==> src/core/dcpi_pkg.sv <==
// Package for the DDR3 command pin interface block
package dcpi_pkg;

  localparam int BANK_W = 3;
  localparam int ADDR_W = 14;
  localparam int COL_W  = 10;
  localparam int NUM_BANKS = 8;

  // Address bit positions
  localparam int AP_BIT = 10;
  localparam int BC_BIT = 12;
  localparam int TDQS_BIT = 11;
  localparam int ODT_EN_LO = 2;

  // Mode register selects on the bank lines
  localparam logic [2:0] MR0_SEL = 3'h0;
  localparam logic [2:0] MR1_SEL = 3'h1;
  localparam logic [2:0] MR2_SEL = 3'h2;
  localparam logic [2:0] MR3_SEL = 3'h3;

  // Reset values
  localparam logic [13:0] MR_RST = 14'h0000;
  localparam logic [7:0]  BANKS_RST = 8'h00;

  // Burst lengths in beats
  localparam logic [3:0] BL8_BEATS = 4'h8;
  localparam logic [3:0] BC4_BEATS = 4'h4;
  // MR0 burst field: 2'b01 lets A12 choose on the fly
  localparam logic [1:0] BL_OTF = 2'h1;
  localparam logic [1:0] BL_FIXED4 = 2'h2;

  // Command codes {ras_n, cas_n, we_n}
  localparam logic [2:0] CMD_MRS = 3'h0;
  localparam logic [2:0] CMD_REF = 3'h1;
  localparam logic [2:0] CMD_PRE = 3'h2;
  localparam logic [2:0] CMD_ACT = 3'h3;
  localparam logic [2:0] CMD_WR  = 3'h4;
  localparam logic [2:0] CMD_ZQ  = 3'h6;
  localparam logic [2:0] CMD_RD  = 3'h5;
  localparam logic [2:0] CMD_NOP = 3'h7;

  typedef enum logic [4:0] {
    PWR_ACTIVE = 5'b00001,
    PWR_PPD    = 5'b00010,
    PWR_APD    = 5'b00100,
    PWR_SREF   = 5'b01000,
    PWR_IDLE   = 5'b10000
  } dcpi_pwr_t;

  typedef struct packed {
    logic        csN;
    logic        rasN;
    logic        casN;
    logic        weN;
    logic [2:0]  bank;
    logic [13:0] addr;
  } dcpi_cmd_t;

  typedef struct packed {
    logic        actValid;
    logic        rdValid;
    logic        wrValid;
    logic        preValid;
    logic        preAll;
    logic        autoPre;
    logic        mrsValid;
    logic        refValid;
    logic [2:0]  bank;
    logic [13:0] row;
    logic [9:0]  col;
    logic [3:0]  burstLen;
  } dcpi_dec_t;

endpackage

==> src/core/dcpi_command_pins.sv <==
// DDR3 device side command, address and control pin logic
`timescale 1ns/1ps
module dcpi_command_pins #(
  parameter int NBANK = dcpi_pkg::NUM_BANKS
) (
  // Clock, enable, reset
  input  wire logic                 core_clk,
  input  wire logic                 clkEn,
  input  wire logic                 reset,
  // Device pins, already in clock domain except cke and resetN
  input  wire logic                 ckeRaw,
  input  wire logic                 resetNRaw,
  input  wire dcpi_pkg::dcpi_cmd_t  cmdIn,
  input  wire logic                 odtIn,
  input  wire logic                 dmIn,
  input  wire logic                 beatValid,
  // Decoded command
  output dcpi_pkg::dcpi_dec_t       decOut,
  // Power and status
  output dcpi_pkg::dcpi_pwr_t       pwrState,
  output logic [NBANK-1:0]          bankOpen,
  output logic                      bufEnCmd,
  output logic                      bufEnOdt,
  output logic                      termDq,
  output logic                      termTdqsN,
  output logic                      beatKeep,
  output logic                      contentsLost
);

  // ****************************************
  // Pin synchronisers
  // ****************************************
  logic [2:0] ckeSync_r;
  logic [2:0] rstSync_r;
  logic       cke_r;
  logic       devRstN_r;
  logic [2:0] ckeSync_nxt;
  logic [2:0] rstSync_nxt;

  assign ckeSync_nxt = {ckeSync_r[1:0], ckeRaw};
  assign rstSync_nxt = {rstSync_r[1:0], resetNRaw};

  // Synchronisers run even with clkEn low so CKE exit is seen without the memory clock
  always_ff @(posedge core_clk) begin
    if (reset) begin
      ckeSync_r <= 3'h0;
      rstSync_r <= 3'h0;
    end else begin
      ckeSync_r <= ckeSync_nxt;
      rstSync_r <= rstSync_nxt;
    end
  end

  wire ckeAgree = ckeSync_r[1] == ckeSync_r[2];
  wire rstAgree = rstSync_r[1] == rstSync_r[2];

  always_ff @(posedge core_clk) begin
    if (reset) begin
      cke_r     <= 1'b0;
      devRstN_r <= 1'b0;
    end else begin
      if (ckeAgree) begin
        cke_r <= ckeSync_r[2];
      end
      if (rstAgree) begin
        devRstN_r <= rstSync_r[2];
      end
    end
  end

  // ****************************************
  // Command decode
  // ****************************************
  logic [13:0] mr0_r;
  logic [13:0] mr1_r;
  logic [13:0] mr2_r;
  logic [NBANK-1:0] bankOpen_r;
  dcpi_pkg::dcpi_pwr_t pwr_r;
  dcpi_pkg::dcpi_pwr_t pwr_nxt;

  function automatic logic isCmd(input dcpi_pkg::dcpi_cmd_t c, input logic [2:0] code);
    isCmd = !c.csN && ({c.rasN, c.casN, c.weN} == code);
  endfunction

  // Sampling happens only on the rising edge with CKE high and device awake
  wire running   = clkEn && devRstN_r && cke_r && (pwr_r == dcpi_pkg::PWR_ACTIVE);
  wire cmdAct    = running && isCmd(cmdIn, dcpi_pkg::CMD_ACT);
  wire cmdRd     = running && isCmd(cmdIn, dcpi_pkg::CMD_RD);
  wire cmdWr     = running && isCmd(cmdIn, dcpi_pkg::CMD_WR);
  wire cmdPre    = running && isCmd(cmdIn, dcpi_pkg::CMD_PRE);
  wire cmdMrs    = running && isCmd(cmdIn, dcpi_pkg::CMD_MRS);
  wire cmdRef    = running && isCmd(cmdIn, dcpi_pkg::CMD_REF);
  wire apBit     = cmdIn.addr[dcpi_pkg::AP_BIT];
  wire bcBit     = cmdIn.addr[dcpi_pkg::BC_BIT];
  wire [1:0] blField = mr0_r[1:0];
  // Chop when MR0 allows on-the-fly selection and A12 is low, or when MR0 fixes four beats
  wire chopOtf   = (blField == dcpi_pkg::BL_OTF) && !bcBit;
  wire chopped   = chopOtf || (blField == dcpi_pkg::BL_FIXED4);
  wire [3:0] burstSel = chopped ? dcpi_pkg::BC4_BEATS : dcpi_pkg::BL8_BEATS;
  wire [NBANK-1:0] bankHot = NBANK'(1) << cmdIn.bank;
  wire anyOpen   = |bankOpen_r;

  dcpi_pkg::dcpi_dec_t dec_nxt;
  always_comb begin
    dec_nxt          = '0;
    dec_nxt.actValid = cmdAct;
    dec_nxt.rdValid  = cmdRd;
    dec_nxt.wrValid  = cmdWr;
    dec_nxt.preValid = cmdPre;
    dec_nxt.preAll   = cmdPre && apBit;
    dec_nxt.autoPre  = (cmdRd || cmdWr) && apBit;
    dec_nxt.mrsValid = cmdMrs;
    dec_nxt.refValid = cmdRef;
    dec_nxt.bank     = cmdIn.bank;
    dec_nxt.row      = cmdIn.addr;
    dec_nxt.col      = cmdIn.addr[dcpi_pkg::COL_W-1:0];
    dec_nxt.burstLen = (cmdRd || cmdWr) ? burstSel : 4'h0;
  end

  // ****************************************
  // Mode registers and banks
  // ****************************************
  logic [NBANK-1:0] bank_nxt;
  always_comb begin
    bank_nxt = bankOpen_r;
    if (cmdAct) begin
      bank_nxt = bankOpen_r | bankHot;
    end else if (cmdPre) begin
      bank_nxt = apBit ? '0 : (bankOpen_r & ~bankHot);
    end else if ((cmdRd || cmdWr) && apBit) begin
      bank_nxt = bankOpen_r & ~bankHot;
    end
  end

  // Device reset wipes mode registers and open banks, even with clkEn low
  always_ff @(posedge core_clk) begin
    if (reset || !devRstN_r) begin
      mr0_r      <= dcpi_pkg::MR_RST;
      mr1_r      <= dcpi_pkg::MR_RST;
      mr2_r      <= dcpi_pkg::MR_RST;
      bankOpen_r <= NBANK'(dcpi_pkg::BANKS_RST);
    end else if (clkEn) begin
      bankOpen_r <= bank_nxt;
      if (cmdMrs && cmdIn.bank == dcpi_pkg::MR0_SEL) begin
        mr0_r <= cmdIn.addr;
      end
      if (cmdMrs && cmdIn.bank == dcpi_pkg::MR1_SEL) begin
        mr1_r <= cmdIn.addr;
      end
      if (cmdMrs && cmdIn.bank == dcpi_pkg::MR2_SEL) begin
        mr2_r <= cmdIn.addr;
      end
    end
  end

  // ****************************************
  // Power state machine
  // ****************************************
  // A refresh command with CKE falling enters self-refresh when no bank is open
  wire srefEntry = running && isCmd(cmdIn, dcpi_pkg::CMD_REF) && !ckeSync_r[2];
  always_comb begin
    case (pwr_r)
      dcpi_pkg::PWR_ACTIVE: begin
        if (srefEntry && !anyOpen) begin
          pwr_nxt = dcpi_pkg::PWR_SREF;
        end else if (!cke_r) begin
          pwr_nxt = anyOpen ? dcpi_pkg::PWR_APD : dcpi_pkg::PWR_PPD;
        end else begin
          pwr_nxt = dcpi_pkg::PWR_ACTIVE;
        end
      end
      dcpi_pkg::PWR_PPD, dcpi_pkg::PWR_APD: begin
        pwr_nxt = cke_r ? dcpi_pkg::PWR_ACTIVE : pwr_r;
      end
      dcpi_pkg::PWR_SREF: begin
        pwr_nxt = cke_r ? dcpi_pkg::PWR_ACTIVE : dcpi_pkg::PWR_SREF;
      end
      dcpi_pkg::PWR_IDLE: begin
        pwr_nxt = cke_r ? dcpi_pkg::PWR_ACTIVE : dcpi_pkg::PWR_PPD;
      end
      default: begin
        pwr_nxt = dcpi_pkg::PWR_IDLE;
      end
    endcase
  end

  // Self-refresh exit is taken even while clkEn is low
  wire pwrStep = clkEn || (pwr_r == dcpi_pkg::PWR_SREF);
  always_ff @(posedge core_clk) begin
    if (reset || !devRstN_r) begin
      pwr_r <= dcpi_pkg::PWR_IDLE;
    end else if (pwrStep) begin
      pwr_r <= pwr_nxt;
    end
  end

  // ****************************************
  // Termination and data mask
  // ****************************************
  wire inSref    = pwr_r == dcpi_pkg::PWR_SREF;
  wire inPd      = (pwr_r == dcpi_pkg::PWR_PPD) || (pwr_r == dcpi_pkg::PWR_APD);
  wire rttNom    = |{mr1_r[9], mr1_r[6], mr1_r[dcpi_pkg::ODT_EN_LO]};
  wire rttWr     = |mr2_r[10:9];
  wire odtAllow  = (rttNom || rttWr) && !inSref && devRstN_r;
  wire tdqsOn    = mr1_r[dcpi_pkg::TDQS_BIT];
  wire termNxt   = odtIn && odtAllow;
  // Mask only in data mask mode; beat dropped when DM high
  wire keepNxt   = beatValid && !(dmIn && !tdqsOn);

  always_ff @(posedge core_clk) begin
    if (reset) begin
      decOut       <= '0;
      pwrState     <= dcpi_pkg::PWR_IDLE;
      bankOpen     <= '0;
      bufEnCmd     <= 1'b0;
      bufEnOdt     <= 1'b0;
      termDq       <= 1'b0;
      termTdqsN    <= 1'b0;
      beatKeep     <= 1'b0;
      contentsLost <= 1'b1;
    end else if (clkEn) begin
      decOut       <= dec_nxt;
      pwrState     <= pwr_r;
      bankOpen     <= bankOpen_r;
      bufEnCmd     <= cke_r && !inPd && !inSref;
      bufEnOdt     <= !inSref;
      termDq       <= termNxt;
      termTdqsN    <= termNxt && tdqsOn;
      beatKeep     <= keepNxt;
      contentsLost <= contentsLost ? !(cmdAct || cmdWr) : !devRstN_r;
    end
  end

  // ****************************************
  // Checks
  // ****************************************
  a_cs_masks: assert property (@(posedge core_clk) disable iff (reset)
    (clkEn && cmdIn.csN) |=> (decOut.actValid == 1'b0 && decOut.rdValid == 1'b0 && decOut.wrValid == 1'b0))
    else $error("Command taken with chip select high");
  a_sref_odt: assert property (@(posedge core_clk) disable iff (reset)
    (clkEn && inSref) |=> !termDq)
    else $error("Termination on in self-refresh");
  a_pre_all: assert property (@(posedge core_clk) disable iff (reset)
    (clkEn && cmdPre && apBit) |=> (bankOpen_r == '0))
    else $error("Precharge all left a bank open");
  a_act_opens: assert property (@(posedge core_clk) disable iff (reset)
    (clkEn && cmdAct && devRstN_r) |=> bankOpen_r[$past(cmdIn.bank)])
    else $error("Activate did not open bank");
  a_autopre_bit: assert property (@(posedge core_clk) disable iff (reset)
    (clkEn && (cmdRd || cmdWr)) |=> (decOut.autoPre == $past(apBit)))
    else $error("Auto-precharge flag wrong");
  a_chop_len: assert property (@(posedge core_clk) disable iff (reset)
    (clkEn && cmdRd && blField == dcpi_pkg::BL_OTF && !bcBit) |=> (decOut.burstLen == 4'h4))
    else $error("Chopped burst not four beats");
  a_dm_drop: assert property (@(posedge core_clk) disable iff (reset)
    (clkEn && beatValid && dmIn && !tdqsOn) |=> !beatKeep)
    else $error("Masked beat kept");
  a_pd_open: assert property (@(posedge core_clk) disable iff (reset || !devRstN_r)
    (clkEn && pwr_r == dcpi_pkg::PWR_ACTIVE && !cke_r && anyOpen && !srefEntry) |=> (pwr_r == dcpi_pkg::PWR_APD))
    else $error("Open row did not give active power-down");
  a_rst_wipe: assert property (@(posedge core_clk) disable iff (reset)
    !devRstN_r |=> (bankOpen_r == '0 && mr0_r == '0))
    else $error("State survived device reset");
  a_cke_stop: assert property (@(posedge core_clk) disable iff (reset)
    (clkEn && !cke_r) |=> !decOut.rdValid)
    else $error("Command taken with CKE low");
  a_pre_one: assert property (@(posedge core_clk) disable iff (reset)
    (clkEn && cmdPre && !apBit) |=> (bankOpen_r == ($past(bankOpen_r) & ~$past(bankHot))))
    else $error("Single precharge closed the wrong banks");
  a_ap_close: assert property (@(posedge core_clk) disable iff (reset)
    (clkEn && (cmdRd || cmdWr) && apBit) |=> !bankOpen_r[$past(cmdIn.bank)])
    else $error("Auto-precharge left the bank open");
  a_full_burst: assert property (@(posedge core_clk) disable iff (reset)
    (clkEn && (cmdRd || cmdWr) && blField == dcpi_pkg::BL_OTF && bcBit) |=> (decOut.burstLen == 4'h8))
    else $error("Unchopped burst not eight beats");
  a_fixed_len: assert property (@(posedge core_clk) disable iff (reset)
    (clkEn && (cmdRd || cmdWr) && blField != dcpi_pkg::BL_OTF && blField != dcpi_pkg::BL_FIXED4)
    |=> (decOut.burstLen == 4'h8))
    else $error("Burst chopped without mode permission");
  a_mrs_load: assert property (@(posedge core_clk) disable iff (reset)
    (clkEn && cmdMrs && cmdIn.bank == dcpi_pkg::MR0_SEL) |=> (mr0_r == $past(cmdIn.addr)))
    else $error("Mode register not loaded from address");
  a_row_addr: assert property (@(posedge core_clk) disable iff (reset)
    (clkEn && cmdAct) |=> (decOut.actValid && decOut.row == $past(cmdIn.addr)))
    else $error("Row address not passed with activate");
  a_col_addr: assert property (@(posedge core_clk) disable iff (reset)
    (clkEn && (cmdRd || cmdWr)) |=> (decOut.col == $past(cmdIn.addr[dcpi_pkg::COL_W-1:0])))
    else $error("Column address not passed");
  a_pd_idle: assert property (@(posedge core_clk) disable iff (reset || !devRstN_r)
    (clkEn && pwr_r == dcpi_pkg::PWR_ACTIVE && !cke_r && !anyOpen) |=> (pwr_r == dcpi_pkg::PWR_PPD))
    else $error("Idle banks did not give precharge power-down");
  a_sref_entry: assert property (@(posedge core_clk) disable iff (reset || !devRstN_r)
    (clkEn && srefEntry && !anyOpen) |=> (pwr_r == dcpi_pkg::PWR_SREF))
    else $error("Refresh with CKE falling did not enter self-refresh");
  a_sref_exit: assert property (@(posedge core_clk) disable iff (reset || !devRstN_r)
    (pwr_r == dcpi_pkg::PWR_SREF && cke_r) |=> (pwr_r == dcpi_pkg::PWR_ACTIVE))
    else $error("Self-refresh exit waited for clock enable");
  a_pd_bufs: assert property (@(posedge core_clk) disable iff (reset)
    (clkEn && inPd) |=> (!bufEnCmd && bufEnOdt))
    else $error("Wrong buffers enabled in power-down");
  a_sref_bufs: assert property (@(posedge core_clk) disable iff (reset)
    (clkEn && inSref) |=> (!bufEnCmd && !bufEnOdt))
    else $error("Buffers enabled in self-refresh");
  a_odt_term: assert property (@(posedge core_clk) disable iff (reset)
    (clkEn && odtIn && odtAllow) |=> (termDq && termTdqsN == $past(tdqsOn)))
    else $error("Termination not applied with ODT high");
  a_rtt_off: assert property (@(posedge core_clk) disable iff (reset)
    (clkEn && !rttNom && !rttWr) |=> !termDq)
    else $error("Termination on with mode registers off");
  a_beat_keep: assert property (@(posedge core_clk) disable iff (reset)
    (clkEn && beatValid && !dmIn) |=> beatKeep)
    else $error("Unmasked beat dropped");
  a_rst_empty: assert property (@(posedge core_clk) disable iff (reset)
    (clkEn && !devRstN_r) |=> (!decOut.actValid && !decOut.wrValid && contentsLost))
    else $error("Access or contents seen during device reset");
  a_cke_filter: assert property (@(posedge core_clk) disable iff (reset)
    (ckeSync_r[1] != ckeSync_r[2]) |=> $stable(cke_r))
    else $error("CKE accepted before synchroniser agreed");

endmodule

==> config.mk <==
export PLATFORM = sky130hd
export DESIGN_NAME = dcpi_command_pins
export DESIGN_NICKNAME = d
export VERILOG_FILES = /design/src/core/dcpi_pkg.sv /design/src/core/dcpi_command_pins.sv
export SDC_FILE = /design/constraint.sdc
export NUM_CORES = 1
export LEC_CHECK = 0
export BUFFER_PORTS_ARGS = -buffer_cell sky130_fd_sc_hd__buf_2
export CAP_MARGIN = 40
export CORE_MARGIN = 2
export CORE_UTILIZATION = 50
export CTS_CLUSTER_SIZE = 8
export DETAILED_ROUTE_END_ITERATION = 7
export MAX_ROUTING_LAYER = met4
export PLACE_DENSITY_LB_ADDON = 0.08
export SETUP_SLACK_MARGIN = 0.4
export SYNTH_ARGS = -nofsm -noshare
export SYNTH_HDL_FRONTEND = slang
export SYNTH_SLANG_ARGS = --single-unit
==> constraint.sdc <==
create_clock -name core_clk -period 3.04 [get_ports core_clk]
set_input_delay 0.304 -clock core_clk [delete_from_list [all_inputs] [get_ports core_clk]]
set_output_delay 0.304 -clock core_clk [all_outputs]
set_load 0.05 [all_outputs]
==> reports/qor.yml <==
critical_path:
  path_cells: "or4_4, or4_1, o32ai_1, a21o_1"
  cp-end-kind: "flip-flop"
  crit_slowest_cell: "or4_1"
  cp.buffers_inverters: 0
  crit_type: "reg2reg"
  slowest_delay_ns: 0.70
  path_max_fanout: 12
  critPathLaunchType: "flip-flop"
  crit_required_ns: 3.33
  worstPathArrival_ns: 2.51
  path_delay_family: "simple AND/OR/NAND/NOR gates"
yosys:
  synth_cell_types: 46
  syn_inst: 369
  ys_seq_area_share_pct: 45.4
  synth-seq-cells: 75
  postSynthAreaPerCell_um2: 8.96
  netlist_area_um2: 3300
  synthArstFlopShare_pct: 0
  yosysWarnings: 0
  synth_ff_type: "dfxtp_1"
  synth_edf_count: 0
clock_network:
  h-tree-depth: 3
  cts.clk_slew.worst_paths_ns: 0.08
  post_cts_buffers: 0
  cts_buffers: 9
  clock_path_buffers: 2
  insertion_delay_ns: 0.35
  ctsHoldBuffers: 0
  ctsResizeCount: 0
  cts_num_sinks: 75
  cts_tree: "yes"
  clockRootBuffer: "clkbuf_8"
timing:
  fmax_mhz: 452
  fin_crit_sh_pct: 72.8
  tns_ns: 0
  finalMaxSlewViolations: 0
  hold_violations: 0
  worst_pin_slew_ns: 0.733
  finalClockSkew_ns: 0.00955
  finalSetupViolCount: 0
  slew_headroom_pct: 51.1
  rsz0062_at_grt: "false"
  fin_crit_ns: 2.21
routing:
  wl_um: 7410
  dr.pass1.iters: 4
  drt_iter0_drc: 137
  vias_per_cell: 5.44
  ant_nets: 0
  drcViolationCount: 0
  vias: 2786
  wl_per_cell_um: 14.5
final_layout:
  drive_gt1_share_pct: 26.4
  diodes: 0
  utilization_pct: 60.1
  final_common_cell: "buf_2"
  nets: 459
  multi_input_area_um2: 1580
  area_growth_pct: 16.2
  final_cell_mix: "buf_2 (84), dfxtp_1 (75), nor2_1 (47)"
  fill_cells: 588
  register_area_um2: 1500
global_routing:
  grt_pass1_vias: 2482
  grt_start_max_net_pins: 33
  antenna_found_initial: 0
  track_usage_pct: 21.6
  grt_pass1_wl_um: 12200
  grt.overflow.total: 0
pwr:
  p_leak_nw: 1.73
  peakVddDrop_v: 0.000391
  pwr_density_cell_nw_per_um2: 516
floorplan:
  io_pins: 87
  placementRows: 29
  coreArea_um2: 6390
  fp.dieH_um: 85.3
  initial_utilization_pct: 51.7
  dieWidth_um: 85.3
  floorplan.die_area_um2: 7280
hold_path:
  hp-class: "in2reg"
place:
  routabilityCongestion: 0.809
  hpwlAfterDp_um: 5090
  port_buffers: 84
status:
  status: "finished, final reports clean"
run:
  maxCapViolations: 0
[area by class of cell]
cell class / instances / area share (%)
clock buffer: 11 / 3.42
clock inverter: 5 / 1.63
inverter: 4 / 0.391
timing repair buffer: 89 / 11.9
tap: 77 / 2.51
sequential: 75 / 39.1
multi-input combinational: 251 / 41.0
[per-layer routing]
layer / vias to the layer above / wire length [um] / GRT usage (%)
li1: 1411 / - / -
met4: 0 / 111 / 8.80
met3: 11 / 381 / 3.70
met5: - / 0 / -
met2: 76 / 3480 / 33.9
met1: 1288 / 3440 / 27.6
[report_power, final]
part | switching, mW | leakage [nW] | internal [mW]
Clock | 0.375 | 0.0901 | 0.384
Sequential | 0.00978 | 0.609 | 1.00
Combinational | 0.155 | 1.03 | 0.0580
[registers in the layout (all words and copies together), names as in the netlist, 3 cells and up]
signal,cells
pwrState,5
bankOpen_r,8
pwr_r,5
rstSync_r,3
bankOpen,8
ckeSync_r,3
decOut,27
mr1_r,4
[kinds of logic (layout without fill, tap and decap cells)]
kind of cell    after synthesis  after routing  share of synthesized area (%)
simple gates                142            142                           23.7
compound gates               75             75                           14.0
mux                          30             30                           9.16
other cells                   1              2                          0.113
buf+inv                      44            109                           6.97
xor+xnor                      2              2                          0.530
flops                        75             75                           45.4
[worst paths after layout]
check | startpoint | end | slack, ns | depth (start not counted)
worst min-delay path | resetNRaw | rstSync_r[0] | 0.17 | 2
worst min register to register | rstSync_r[0] | rstSync_r[1] | 0.45 | 1
worst max-delay path | pwr_r[1] | bankOpen_r[3] | 0.83 | 4
worst max register to register | pwr_r[1] | bankOpen_r[3] | 0.83 | 4
[stage by stage]
stage	area, um2	std cells	hold slack [ns]	total power [mW]	worst slack [ns]
after CTS	3840	512	0.163	1.99	0.825
after floorplan	3310	370	0.414	1.20	0.946
after detailed placement	3650	496	0.436	1.25	0.639
after global placement	3640	495	0.431	1.25	0.671
after global routing	3840	512	0.193	2.05	0.713
final	3840	512	0.168	1.98	0.826
[synth_stat cells, types with 3 or more instances]
cell	instances	share of area (%)
dfxtp_1	75	45
nor2_1	47	5.3
mux2i_1	28	8.5
a21oi_1	25	3.8
clkbuf_1	24	2.7
nand2_1	24	2.7
o21ai_0	18	2.7
nand3_1	14	2.1
buf_4	13	3.0
nor2b_1	11	2.1
nor3_1	8	1.2
a21o_1	6	1.4
a211o_1	5	1.3
nand3b_1	5	1.1
o211ai_1	5	1.1
inv_1	4	0.45
nand2b_1	4	0.76
or4_1	4	0.91
a22oi_1	3	0.68
a31oi_1	3	0.57
and4b_1	3	0.91
o22ai_1	3	0.57
or3b_2	3	0.80
Power figures use the tool's default switching activity.
